[src/rtl/srs_pkg.sv]
// constants shared by the split/retry slave, the bus master end and the bus interface
// assumes one bus clock and a synchronous active-high reset
`default_nettype none

package srs_pkg;
	// bus geometry
	localparam int DATA_W        = 32;
	localparam int ADDR_W        = 32;
	localparam int MID_W         = 4;
	localparam int MAX_MASTERS   = 16;
	// transfer type codes
	localparam logic [1:0] TR_IDLE   = 2'h0;
	localparam logic [1:0] TR_BUSY   = 2'h1;
	localparam logic [1:0] TR_NONSEQ = 2'h2;
	localparam logic [1:0] TR_SEQ    = 2'h3;
	// response codes
	localparam logic [1:0] RSP_OKAY  = 2'h0;
	localparam logic [1:0] RSP_ERROR = 2'h1;
	localparam logic [1:0] RSP_RETRY = 2'h2;
	localparam logic [1:0] RSP_SPLIT = 2'h3;
	// backing store
	localparam int STORE_DEPTH   = 64;
	localparam int STORE_LATENCY = 4;
	// values after reset
	localparam logic       RST_HREADY = 1'b1;
	localparam logic [7:0] RST_TRIES  = 8'h00;

	// byte lanes touched by a transfer of 2**size bytes at a byte offset
	function automatic logic [127:0] byte_mask(input logic [6:0] offset, input logic [2:0] size);
		logic [7:0]   nbytes;
		logic [6:0]   base;
		logic [127:0] ones;
		nbytes = 8'(8'h01 << size);
		base   = offset & ~7'(nbytes - 8'h01);
		ones   = {128{1'b1}} >> (8'h80 - nbytes);
		return ones << base;
	endfunction
endpackage

`default_nettype wire

[src/rtl/srs_bus_if.sv]
// shared system bus between the split-capable slave and the bus master end
// assumes the bench supplies clock and reset; no tri-state wires
`default_nettype none

interface srs_bus_if #(
	parameter int DATA_W = srs_pkg::DATA_W
) (
	input wire logic hclk,
	input wire logic reset
);
	logic                                hsel;
	logic [srs_pkg::ADDR_W-1:0]          haddr;
	logic [1:0]                          htrans;
	logic                                hwrite;
	logic [2:0]                          hsize;
	logic [DATA_W-1:0]                   hwdata;
	logic [srs_pkg::MID_W-1:0]           hmaster;
	logic                                hmastlock;
	logic                                hready;
	logic [1:0]                          hresp;
	logic [DATA_W-1:0]                   hrdata;
	logic [srs_pkg::MAX_MASTERS-1:0]     hsplit;

	modport slave (
		input  hclk, reset, hsel, haddr, htrans, hwrite, hsize, hwdata, hmaster, hmastlock,
		output hready, hresp, hrdata, hsplit
	);
	modport master (
		input  hclk, reset, hready, hresp, hrdata, hsplit,
		output hsel, haddr, htrans, hwrite, hsize, hwdata, hmaster, hmastlock
	);
endinterface

`default_nettype wire

[src/rtl/srs_store.sv]
// word store with a fixed access latency, used by the split slave
// assumes start only while busy is low
`default_nettype none

module srs_store #(
	parameter int DATA_W  = srs_pkg::DATA_W,
	parameter int DEPTH   = srs_pkg::STORE_DEPTH,
	parameter int LATENCY = srs_pkg::STORE_LATENCY
) (
	// clock and reset
	input  wire logic                     clk,
	input  wire logic                     reset,
	// request
	input  wire logic                     start,
	input  wire logic                     write,
	input  wire logic [$clog2(DEPTH)-1:0] index,
	input  wire logic [DATA_W-1:0]        wdata,
	input  wire logic [DATA_W/8-1:0]      bmask,
	// answer
	output logic                          busy,
	output logic                          done,
	output logic [DATA_W-1:0]             rdata
);
	localparam int CW = $clog2(LATENCY + 1);

	logic [DATA_W-1:0] mem [DEPTH];
	logic [CW-1:0]     count;

	always_ff @(posedge clk) begin
		if (reset) begin
			busy  <= 1'b0;
			done  <= 1'b0;
			count <= '0;
		end else begin
			done <= 1'b0;
			if (start) begin
				busy  <= 1'b1;
				count <= CW'(LATENCY - 1);
			end else if (busy) begin
				if (count == '0) begin
					busy <= 1'b0;
					done <= 1'b1;
				end else begin
					count <= count - CW'(1);
				end
			end
		end
	end

	always_ff @(posedge clk) begin
		if (start) begin
			rdata <= mem[index];
			for (int b = 0; b < DATA_W / 8; b++) begin
				if (write && bmask[b]) begin
					mem[index][b*8 +: 8] <= wdata[b*8 +: 8];
				end
			end
		end
	end
endmodule

`default_nettype wire

[src/rtl/srs_split_slave.sv]
// split-capable slave end: one address slot, a pending-split vector for all masters
// assumes a single bus clock; the master end obeys idle-after-split and re-issues on release
`default_nettype none

module srs_split_slave #(
	parameter int DATA_W    = srs_pkg::DATA_W,
	parameter int DEPTH     = srs_pkg::STORE_DEPTH,
	parameter int LATENCY   = srs_pkg::STORE_LATENCY,
	parameter bit USE_RETRY = 1'b0,
	parameter bit REPLICATE = 1'b1
) (
	// shared bus
	srs_bus_if.slave                          bus,
	// status to the system
	output logic [srs_pkg::MAX_MASTERS-1:0]   pending,
	output logic                              guard_hit
);
	localparam int         NB       = DATA_W / 8;
	localparam int         LB       = $clog2(NB);
	localparam int         AW       = $clog2(DEPTH);
	localparam logic [2:0] NAT_SIZE = 3'(LB);
	localparam logic [1:0] BUSY_RSP = USE_RETRY ? srs_pkg::RSP_RETRY : srs_pkg::RSP_SPLIT;

	typedef enum logic [2:0] {
		ST_READY = 3'b001,
		ST_RESP1 = 3'b010,
		ST_LOCK  = 3'b100
	} srs_sstate_t;

	srs_sstate_t                     state;
	logic [1:0]                      resp_code;
	logic [srs_pkg::MAX_MASTERS-1:0] pend;
	logic                            slot_valid;
	logic                            slot_done;
	logic                            slot_fresh;
	logic [srs_pkg::MID_W-1:0]       slot_owner;
	logic [srs_pkg::ADDR_W-1:0]      slot_addr;
	logic                            slot_write;
	logic [2:0]                      slot_size;
	logic [DATA_W-1:0]               slot_data;
	logic                            lk_run;
	logic [srs_pkg::ADDR_W-1:0]      lk_addr;
	logic                            lk_write;
	logic [2:0]                      lk_size;

	// expand a byte mask to bit lanes
	function automatic logic [DATA_W-1:0] lane_bits(input logic [NB-1:0] m);
		logic [DATA_W-1:0] r;
		r = '0;
		for (int b = 0; b < NB; b++) begin
			r[b*8 +: 8] = {8{m[b]}};
		end
		return r;
	endfunction

	// read data shaping for the bus
	function automatic logic [DATA_W-1:0] out_data(input logic [DATA_W-1:0] w, input logic [NB-1:0] m);
		return REPLICATE ? w : (w & lane_bits(m));
	endfunction

	// address phase decode
	wire                 take      = (state == ST_READY) && bus.hsel && bus.htrans[1];
	wire                 size_bad  = bus.hsize > NAT_SIZE;
	wire                 is_owner  = slot_valid && (slot_owner == bus.hmaster);
	wire                 dec_err   = take && size_bad;
	wire                 dec_lock  = take && !size_bad && bus.hmastlock;
	wire                 dec_plain = take && !size_bad && !bus.hmastlock;
	wire                 collect   = dec_plain && is_owner && slot_done;
	wire                 again     = dec_plain && is_owner && !slot_done;
	wire                 other     = dec_plain && slot_valid && !is_owner;
	wire                 fresh     = dec_plain && !slot_valid;
	wire [NB-1:0]        slot_mask;
	wire [NB-1:0]        lk_mask;
	wire [127:0]         slot_mask_w;
	wire [127:0]         lk_mask_w;
	wire [srs_pkg::MAX_MASTERS-1:0] req_bit   = srs_pkg::MAX_MASTERS'(1) << bus.hmaster;
	wire [srs_pkg::MAX_MASTERS-1:0] owner_bit = srs_pkg::MAX_MASTERS'(1) << slot_owner;

	assign slot_mask_w = srs_pkg::byte_mask(slot_addr[6:0] & 7'(NB - 1), slot_size);
	assign lk_mask_w   = srs_pkg::byte_mask(lk_addr[6:0] & 7'(NB - 1), lk_size);
	assign slot_mask   = slot_mask_w[NB-1:0];
	assign lk_mask     = lk_mask_w[NB-1:0];

	// store access: slot op starts after its first response cycle, lock op waits for an idle store
	wire                 st_busy;
	wire                 st_done;
	wire [DATA_W-1:0]    st_rdata;
	wire                 in_lock   = state == ST_LOCK;
	wire                 lk_start  = in_lock && !lk_run && !st_busy;
	wire                 sl_start  = (state == ST_RESP1) && slot_fresh;
	wire                 st_start  = lk_start || sl_start;
	wire [srs_pkg::ADDR_W-1:0] st_addr = in_lock ? lk_addr : slot_addr;
	wire                 st_write  = in_lock ? lk_write : slot_write;
	wire [NB-1:0]        st_mask   = in_lock ? lk_mask : slot_mask;
	wire                 lk_end    = in_lock && lk_run && st_done;
	wire                 sl_end    = st_done && !lk_run;

	// split release: owner when its data is ready, all pending masters when the slot frees
	wire [srs_pkg::MAX_MASTERS-1:0] rel_owner = (sl_end && !USE_RETRY) ? owner_bit : '0;
	wire [srs_pkg::MAX_MASTERS-1:0] rel_pend  = collect ? pend : '0;
	wire                            split_any = (other || again || fresh) && !USE_RETRY;
	wire [srs_pkg::MAX_MASTERS-1:0] set_pend  = split_any ? req_bit : '0;
	wire [srs_pkg::MAX_MASTERS-1:0] next_pend = (pend & ~(rel_pend | rel_owner)) | set_pend;
	wire [1:0]           next_other = USE_RETRY ? srs_pkg::RSP_ERROR : srs_pkg::RSP_SPLIT;

	srs_store #(
		.DATA_W  (DATA_W),
		.DEPTH   (DEPTH),
		.LATENCY (LATENCY)
	) u_store (
		.clk   (bus.hclk),
		.reset (bus.reset),
		.start (st_start),
		.write (st_write),
		.index (st_addr[LB +: AW]),
		.wdata (bus.hwdata),
		.bmask (st_mask),
		.busy  (st_busy),
		.done  (st_done),
		.rdata (st_rdata)
	);

	// response and state
	always_ff @(posedge bus.hclk) begin
		if (bus.reset) begin
			state      <= ST_READY;
			resp_code  <= srs_pkg::RSP_OKAY;
			bus.hready <= srs_pkg::RST_HREADY;
			bus.hresp  <= srs_pkg::RSP_OKAY;
			bus.hrdata <= '0;
			guard_hit  <= 1'b0;
			lk_run     <= 1'b0;
		end else begin
			guard_hit <= other && USE_RETRY;
			unique case (state)
				ST_READY: begin
					bus.hready <= 1'b1;
					bus.hresp  <= srs_pkg::RSP_OKAY;
					if (dec_err || again || other || fresh) begin
						bus.hready <= 1'b0;
						state      <= ST_RESP1;
					end
					if (dec_err) begin
						bus.hresp <= srs_pkg::RSP_ERROR;
						resp_code <= srs_pkg::RSP_ERROR;
					end else if (other) begin
						bus.hresp <= next_other;
						resp_code <= next_other;
					end else if (again || fresh) begin
						bus.hresp <= BUSY_RSP;
						resp_code <= BUSY_RSP;
					end else if (dec_lock) begin
						bus.hready <= 1'b0;
						state      <= ST_LOCK;
					end else if (collect) begin
						bus.hrdata <= out_data(slot_data, slot_mask);
					end
				end
				ST_RESP1: begin
					bus.hready <= 1'b1;
					bus.hresp  <= resp_code;
					state      <= ST_READY;
				end
				ST_LOCK: begin
					if (lk_start) begin
						lk_run <= 1'b1;
					end
					if (lk_end) begin
						bus.hready <= 1'b1;
						bus.hrdata <= out_data(st_rdata, lk_mask);
						lk_run     <= 1'b0;
						state      <= ST_READY;
					end
				end
			endcase
		end
	end

	// address slot, lock capture and pending vector
	always_ff @(posedge bus.hclk) begin
		if (bus.reset) begin
			slot_valid   <= 1'b0;
			slot_done    <= 1'b0;
			slot_fresh   <= 1'b0;
			slot_owner   <= '0;
			slot_addr    <= '0;
			slot_write   <= 1'b0;
			slot_size    <= '0;
			slot_data    <= '0;
			lk_addr      <= '0;
			lk_write     <= 1'b0;
			lk_size      <= '0;
			pend         <= '0;
			bus.hsplit   <= '0;
		end else begin
			pend       <= next_pend;
			bus.hsplit <= rel_owner | rel_pend;
			if (fresh) begin
				slot_valid <= 1'b1;
				slot_fresh <= 1'b1;
				slot_owner <= bus.hmaster;
				slot_addr  <= bus.haddr;
				slot_write <= bus.hwrite;
				slot_size  <= bus.hsize;
			end else if (sl_start) begin
				slot_fresh <= 1'b0;
			end
			if (sl_end) begin
				slot_done <= 1'b1;
				slot_data <= st_rdata;
			end
			if (collect) begin
				slot_valid <= 1'b0;
				slot_done  <= 1'b0;
			end
			if (dec_lock) begin
				lk_addr  <= bus.haddr;
				lk_write <= bus.hwrite;
				lk_size  <= bus.hsize;
			end
		end
	end

	assign pending = pend;
endmodule

`default_nettype wire

[src/flat_wrapper.sv]
// flat-port wrapper written by rule: the top's interface ports become plain ports
module srs_split_slave_flat 
#(
	parameter int DATA_W    = srs_pkg::DATA_W,
	parameter int DEPTH     = srs_pkg::STORE_DEPTH,
	parameter int LATENCY   = srs_pkg::STORE_LATENCY,
	parameter bit USE_RETRY = 1'b0,
	parameter bit REPLICATE = 1'b1
)
  (pending, guard_hit, hclk, reset, bus_hsel, bus_haddr, bus_htrans, bus_hwrite, bus_hsize, bus_hwdata, bus_hmaster, bus_hmastlock, bus_hready, bus_hresp, bus_hrdata, bus_hsplit);
  srs_bus_if #(.DATA_W(DATA_W)) bus_i (.hclk(hclk), .reset(reset));
  output logic [srs_pkg::MAX_MASTERS-1:0] pending;
  output logic guard_hit;
  input wire logic hclk;
  input wire logic reset;
  input wire logic [$bits(bus_i.hsel)-1:0] bus_hsel;
  input wire logic [$bits(bus_i.haddr)-1:0] bus_haddr;
  input wire logic [$bits(bus_i.htrans)-1:0] bus_htrans;
  input wire logic [$bits(bus_i.hwrite)-1:0] bus_hwrite;
  input wire logic [$bits(bus_i.hsize)-1:0] bus_hsize;
  input wire logic [$bits(bus_i.hwdata)-1:0] bus_hwdata;
  input wire logic [$bits(bus_i.hmaster)-1:0] bus_hmaster;
  input wire logic [$bits(bus_i.hmastlock)-1:0] bus_hmastlock;
  output wire logic [$bits(bus_i.hready)-1:0] bus_hready;
  output wire logic [$bits(bus_i.hresp)-1:0] bus_hresp;
  output wire logic [$bits(bus_i.hrdata)-1:0] bus_hrdata;
  output wire logic [$bits(bus_i.hsplit)-1:0] bus_hsplit;
  assign bus_i.hsel = bus_hsel;
  assign bus_i.haddr = bus_haddr;
  assign bus_i.htrans = bus_htrans;
  assign bus_i.hwrite = bus_hwrite;
  assign bus_i.hsize = bus_hsize;
  assign bus_i.hwdata = bus_hwdata;
  assign bus_i.hmaster = bus_hmaster;
  assign bus_i.hmastlock = bus_hmastlock;
  assign bus_hready = bus_i.hready;
  assign bus_hresp = bus_i.hresp;
  assign bus_hrdata = bus_i.hrdata;
  assign bus_hsplit = bus_i.hsplit;
  srs_split_slave #(.DATA_W(DATA_W), .DEPTH(DEPTH), .LATENCY(LATENCY), .USE_RETRY(USE_RETRY), .REPLICATE(REPLICATE)) u_core (.bus(bus_i), .pending(pending), .guard_hit(guard_hit));
endmodule
[config.mk]
export PLATFORM = sky130hd
export DESIGN_NAME = srs_split_slave_flat
export DESIGN_NICKNAME = d
export VERILOG_FILES = /design/src/rtl/srs_pkg.sv /design/src/rtl/srs_bus_if.sv /design/src/rtl/srs_store.sv /design/src/rtl/srs_split_slave.sv /design/src/flat_wrapper.sv
export SDC_FILE = /design/constraint.sdc
export NUM_CORES = 2
export LEC_CHECK = 0
export CAP_MARGIN = 20
export CORE_ASPECT_RATIO = 0.8
export CORE_MARGIN = 2
export CORE_UTILIZATION = 35
export DETAILED_ROUTE_END_ITERATION = 12
export DONT_BUFFER_PORTS = 1
export GPL_ROUTABILITY_DRIVEN = 0
export SYNTH_ARGS = -nofsm -noshare
export SYNTH_HDL_FRONTEND = slang
export SYNTH_SLANG_ARGS = --single-unit
[constraint.sdc]
create_clock -name hclk -period 4.8 [get_ports hclk]
set_input_delay 1.44 -clock hclk [delete_from_list [all_inputs] [get_ports hclk]]
set_output_delay 1.44 -clock hclk [all_outputs]
set_load 0.01 [all_outputs]
Word-level counts from Yosys, hierarchy flattened
Memory sizes are Yosys's and may differ from the RTL's. A register that Yosys moved wholly into a read port is not among the register bits.
Index checks and enable logic that the tools add are counted.
- memories kept: 1
- input bits: 78
- output and inout bits: 68
- bits in registers: 141
- bits in writable memories: 2048
- reduce and logical (&&, ||, !) cells: 52
- bitwise gates (word level): 10
- $add $sub $neg: 5
- shifts and indexed selects: 8
- equal/unequal tests: 11
- muxes and demuxes: 57
- $lt $le $gt $ge: 1
- memory list (name ; depth ; bits a word ; read ports ; clocked after memory_dff ; wr ports ; line ; source):
    u_core.u_store.mem ; 64 ; 32 ; 1 ; 1 ; 1 ; srs_store.sv:26 ; logic [DATA_W-1:0] mem [DEPTH];
- operators with widths (kind ; number):
    $shl A128 B7 Y4 ; 2
    $shr A128 B8 Y128 const A ; 2
    $mux W32 ; 6
    $pmux W32 S2 ; 1
    $mux W16 ; 3
    $or A16 B16 Y16 ; 2
    $shl A1 B4 Y16 const A ; 2
    $mux W1 ; 27
    $logic_and A1 B1 Y1 ; 23
    $mux W2 ; 9
    $mux W3 ; 6
    $and A16 B16 Y16 ; 1
    $not A16 Y16 ; 1
    $shl A1 B3 Y8 const A ; 2
    $sub A8 B8 Y8 const A ; 2
    $and A2 B7 Y7 ; 2
    $not A7 Y7 ; 2
    $sub A7 B1 Y7 const B ; 2
    $ne A2 B2 Y1 const B ; 5
    $reduce_bool A2 Y1 ; 5
    $pmux W3 S3 ; 1
    $mux W8 ; 1
    $reduce_and A2 Y1 ; 4
    $logic_not A1 Y1 ; 7
    other kinds (17) ; 26

Longest topological paths before layout
- word-level depth: 16
- gate-level depth with buffers: 12
- mapped depth without buffers: 11

By module
From an unflattened synthesis, not the netlist that was laid out.
- cells, all modules: 5453
- area, all modules: 86205.2 um2
- modules (own cells, without submodules) (module ; sequential area each (um2) ; area an instance (um2) ; cells each ; instances):
    srs_store ; 62560.0 ; 80103.1 ; 4666 ; 1
    srs_split_slave ; 2722.6 ; 6102.1 ; 787 ; 1

Least setup slack after synthesis
OpenSTA, ideal clock, no wires.
- path type: in2reg
- from: input port bus_hmaster[0]
- to: register u_core.bus.hrdata[10]
- data arrival time: 3397 ps
- setup time: 91 ps
- path slack: 1312 ps
- path buffers: 3
- stages on the path: 10
- path through: clkbuf_1 -> xor2_1 -> nor4_1 -> nand3_1 -> nor2_1 -> o211a_1 -> buf_2 -> buf_2 -> nor2_1 -> a311oi_1
- longest elaborated chain between the ends: 7
- elaborated cells between the ends (all ways): 12
- ends and longest elaborated chain (item ; line ; source):
    from (decl) ; flat_wrapper.sv:22 ; input wire logic [$bits(bus_i.hmaster)-1:0] bus_hmaster;
    $eq A4 B4 Y1 * ; srs_split_slave.sv:64 ; wire is_owner = slot_valid && (slot_owner == bus.hmaster);
    $logic_and A1 B1 Y1 * ; srs_split_slave.sv:64 ;
    $logic_and A1 B1 Y1 ; srs_split_slave.sv:68, srs_split_slave.sv:69 ;
    $logic_and A1 B1 Y1 ; srs_split_slave.sv:69 ; wire again = dec_plain && is_owner && !slot_done;
    $logic_or A1 B1 Y1 ; srs_split_slave.sv:149 ; end else if (again || fresh) begin
    $ne A2 B2 Y1 (no source line) ; - ;
    $reduce_and A7 Y1 (no source line) * ; - ;
    to (signal assigned) ; srs_split_slave.sv:156 ; bus.hrdata <= out_data(slot_data, slot_mask);
    to (signal assigned) ; srs_split_slave.sv:170 ; bus.hrdata <= out_data(st_rdata, lk_mask);
    to (decl) ; srs_bus_if.sv:26 ; output hready, hresp, hrdata, hsplit
Every way passes the cells marked *; elsewhere a longest branch is shown, timed or not.
A chain may end at the register's enable or synchronous reset.

Final worst setup path
- from: register u_core.state[2]
- to: register u_core.u_store.rdata[4] (read register of u_core.u_store.mem) (data pin)
- longest elaborated chain between the ends: 4
- elaborated cells between the ends (all ways): 7
- ends and longest elaborated chain (item ; line ; source):
    from (decl) ; srs_split_slave.sv:30 ; srs_sstate_t state;
    from (signal assigned) ; srs_split_slave.sv:126 ; state <= ST_READY;
    from (signal assigned) ; srs_split_slave.sv:141 ; state <= ST_RESP1;
    from (signal assigned) ; srs_split_slave.sv:154 ; state <= ST_LOCK;
    $eq A3 B3 Y1 ; srs_split_slave.sv:88 ; wire in_lock = state == ST_LOCK;
    $logic_and A1 B1 Y1 (2 in series) ; srs_split_slave.sv:89 ; wire lk_start = in_lock && !lk_run && !st_busy;
    $logic_or A1 B1 Y1 ; srs_split_slave.sv:91 ; wire st_start = lk_start || sl_start;
    to (decl) ; srs_store.sv:22 ; output logic [DATA_W-1:0] rdata
Several ways; a longest one is shown, not always the timed one.

==> flow_summary.yaml <==
power_and_ir_drop:
  pwr-share-clk: 0.426
  p_sw_uw: 7540
  power.density_mw_per_mm2: 401
  power_frac_seq: 0.560
  p_sw_frac: 0.199
  combPwrFrac: 0.014
  irDropWorstVdd_uv: 357
  internal_power_uw: 30300
  leakage_uw: 0.0288
floorplanning:
  fp.coreArea_mm2: 0.232
  start_util: 0.353
  placementRows: 158
  die_h_um: 437
  die_x_um: 545
  die_area_mm2: 0.238
  pin_count: 146
critical_path:
  cp.depth: 11
  crit_arrival_ps: 4990
  r2r_cells: 11
  worstSetupEndpointType: "flip-flop"
  path_cells: "or3b_4 -> mux2i_4 -> buf_12 -> buf_4 -> a22o_1 -> a221oi_1 -> a31oi_1 -> nor4_1 -> buf_4 -> nand3_1 -> buf_4"
  cp_num_buf_inv: 4
  path_common_cell: "buf_4"
  cp-startpoint: "u_core.state[2]"
  crit_slowest_cell: "or3b_4"
  cp.required_ps: 5400
  rr_startpoint: "u_core.state[2]"
  cp_top_family: "simple AND/OR/NAND/NOR gates"
  worstPathMaxFanout: 36
  start_kind: "flip-flop"
  worst-setup-path-type: "reg -> reg"
  slowest_delay_ps: 650
drt:
  ant_nets: 0
  post_drt_wl_per_cell_um: 27.7
  viasPerCell: 5.77
  vias: 48700
  drc: 0
  drt-total-wl_um: 234000
  drt-initial-drc-count: 6695
  drt_first_pass_iters: 6
timing:
  fin_crit_ps: 4390
  skew_ps: 43.7
  slew_headroom: 0.169
  maxSlewViolCount: 0
  fmax_ghz: 0.228
  whs_ps: 452
  setup_viol: 0
  worst_pin_slew_ps: 1250
  fin_crit_sh: 0.915
  rsz0062_at_grt: "no"
  finalSetupTns_ps: 0
  hold_viol_final: 0
synthesis:
  synth_edf_count: 2080
  synth_area_per_cell_um2: 16.7
  synth_nets: 4988
  syn_area_mm2: 0.0820
  synth_flop_cell: "edfxtp_1"
  ys_seq_area_frac: 0.797
  syn_inst: 4902
  ys_ff_latch: 2221
  synth_cell_types: 54
  synthArstFlopShare: 0
  yosys_warnings: 0
clock_network:
  cts_max_path_buffers: 4
  htreeDepth: 4
  root_buffer: "clkbuf_16"
  post_cts_resized: 0
  cts_tree: "built"
  clk_latency_ps: 840
  cts_buffers: 207
  clock_sinks: 2221
  post_cts_buffers: 0
  ctsHoldBuffers: 0
  clk_pin_slew_ps: 60
place:
  io_buffers: 0
  hpwl_um: 144000
hold_path:
  worstHoldPathCells: 2
  min_from: "u_core.slot_data[27]"
  hold_path_class: "reg -> reg"
global_route:
  grt_pass1_wl_um: 333000
  track_usage: 0.191
  overflow: 0
  first_global_vias: 45700
  antenna_found_initial: 10
  grt_max_degree: 141
status:
  status: "finished clean"
cells_and_area:
  syn2layout_area_growth_pct: 15.1
  drive_gt1_frac: 0.138
  fill_cells: 20700
  ff_latch_area_mm2: 0.0653
  multi_input_area_mm2: 0.0153
  fin_nets: 5237
run:
  drv_cap: 0
[tightest hold or removal path: cells and delay by family, from the launching register on]
family,cells,cell delay [ps]
compound gates,1,50
flops,1,310
simple gates,1,50
[logic make-up (layout without fill, tap and decap cells)]
logic type      Yosys count  in the layout  share of synthesized area
flops                  2221           2221                      0.797
buf+inv                 378            790                     0.0197
xor+xnor                  5              5                   0.000534
compound gates         1454           1454                      0.134
mux                      23             23                    0.00327
simple gates            812            812                     0.0444
fa+ha+maj                 8              8                    0.00122
other cells               1              4                  0.0000458
[power groups by stage]
stage | combinational (uW) | sequential, uW | clock, uW
detailed placement | 499 | 21600 | 0
CTS | 502 | 21200 | 16200
floorplan | 293 | 21600 | 0
finish | 511 | 21200 | 16100
global route | 540 | 21200 | 17000
global placement | 495 | 21600 | 0
[per-stage QoR]
step | setup WS, ps | power [uW] | utilization | instances | cell area, um2
after global placement | 512 | 22100 | 0.377 | 8012 | 87500
after detailed placement | 463 | 22100 | 0.378 | 8051 | 87800
after global routing | 333 | 38700 | 0.406 | 8434 | 94300
final | 407 | 37800 | 0.406 | 8437 | 94300
after CTS | 431 | 37900 | 0.406 | 8423 | 94200
after floorplan | 1310 | 21900 | - | 4902 | 82000
[Yosys cell counts, types with 3 or more instances]
cell type	count	area share
a22oi_1	510	0.047
mux2i_2	3	0.00050
inv_1	14	0.00064
ha_1	8	0.0012
mux2i_1	11	0.0013
xor2_1	4	0.00043
mux2_4	4	0.00073
mux2_2	5	0.00069
and2_1	3	0.00023
o211ai_1	3	0.00027
o21ai_1	3	0.00018
nor3b_1	12	0.0011
buf_2	77	0.0047
buf_6	11	0.0015
nand2b_1	7	0.00053
clkbuf_1	223	0.010
nand3b_1	10	0.00092
a311oi_1	34	0.0036
nand2_1	254	0.012
nor4_1	28	0.0021
a22o_1	255	0.027
a2111oi_0	3	0.00032
nor2_1	203	0.0093
edfxtp_1	2080	0.76
buf_1	49	0.0022
nor2b_1	11	0.00084
o21ai_0	18	0.0011
buf_4	4	0.00037
nor3_1	142	0.0087
nand3_1	127	0.0078
a221oi_2	6	0.0011
dfxtp_1	141	0.034
a221oi_1	252	0.027
a21oi_1	156	0.0095
nand4_1	3	0.00023
and3_1	3	0.00023
or3_1	4	0.00031
a32oi_1	10	0.0011
a211oi_1	4	0.00037
a31oi_1	187	0.014
[final timing paths]
| path | endpoint | slack, ps |
|---|---|---|
| worst max-delay path | u_core.u_store.rdata[4] | 410 |
| worst min-delay path | u_core.slot_data[27] | 450 |
| worst max register to register | u_core.u_store.rdata[4] | 410 |
| worst min register to register | u_core.slot_data[27] | 450 |
[routing by layer]
metal	up-vias	GRT usage	wire length, um
met5	-	0	13
met4	2	0.0406	4880
met3	301	0.0605	28200
met2	2651	0.273	100000
met1	25100	0.284	101000
li1	20700	-	-
[layout by cell type, fill, tap and decap left out, drive strengths merged, types with 9 or more instances in the layout]
cell    count
nor4       28
nand3b     10
a221oi    258
inv        21
edfxtp   2080
a32oi      10
a31oi     187
buf       400
nor2      203
a21oi     156
nand3     127
mux2i      14
o21ai      21
mux2        9
a311oi     34
nor2b      11
nor3      142
bufinv     16
nand2     254
clkinv     79
nor3b      12
a22o      255
clkbuf    266
a22oi     510
dfxtp     141
[registers in the layout, summed over array words and instances (netlist names), 4 cells and up]
register,cells
u_core.pending,16
u_core.u_store.mem,2048
u_core.slot_addr,8
u_core.bus.hrdata,32
u_core.slot_owner,4
u_core.lk_addr,8
u_core.u_store.rdata,32
u_core.bus.hsplit,16
u_core.slot_data,32
[final cells by class]
cell class / count / area share
inverter: 14 / 0.000557
multi-input combinational: 2303 / 0.162
tap: 3120 / 0.0414
clock buffer: 262 / 0.0581
sequential: 2221 / 0.692
timing repair buffer: 404 / 0.0353
clock inverter: 110 / 0.0105
antenna: 3 / 0.0000796
Note: power is estimated with default switching activity, not from simulation.
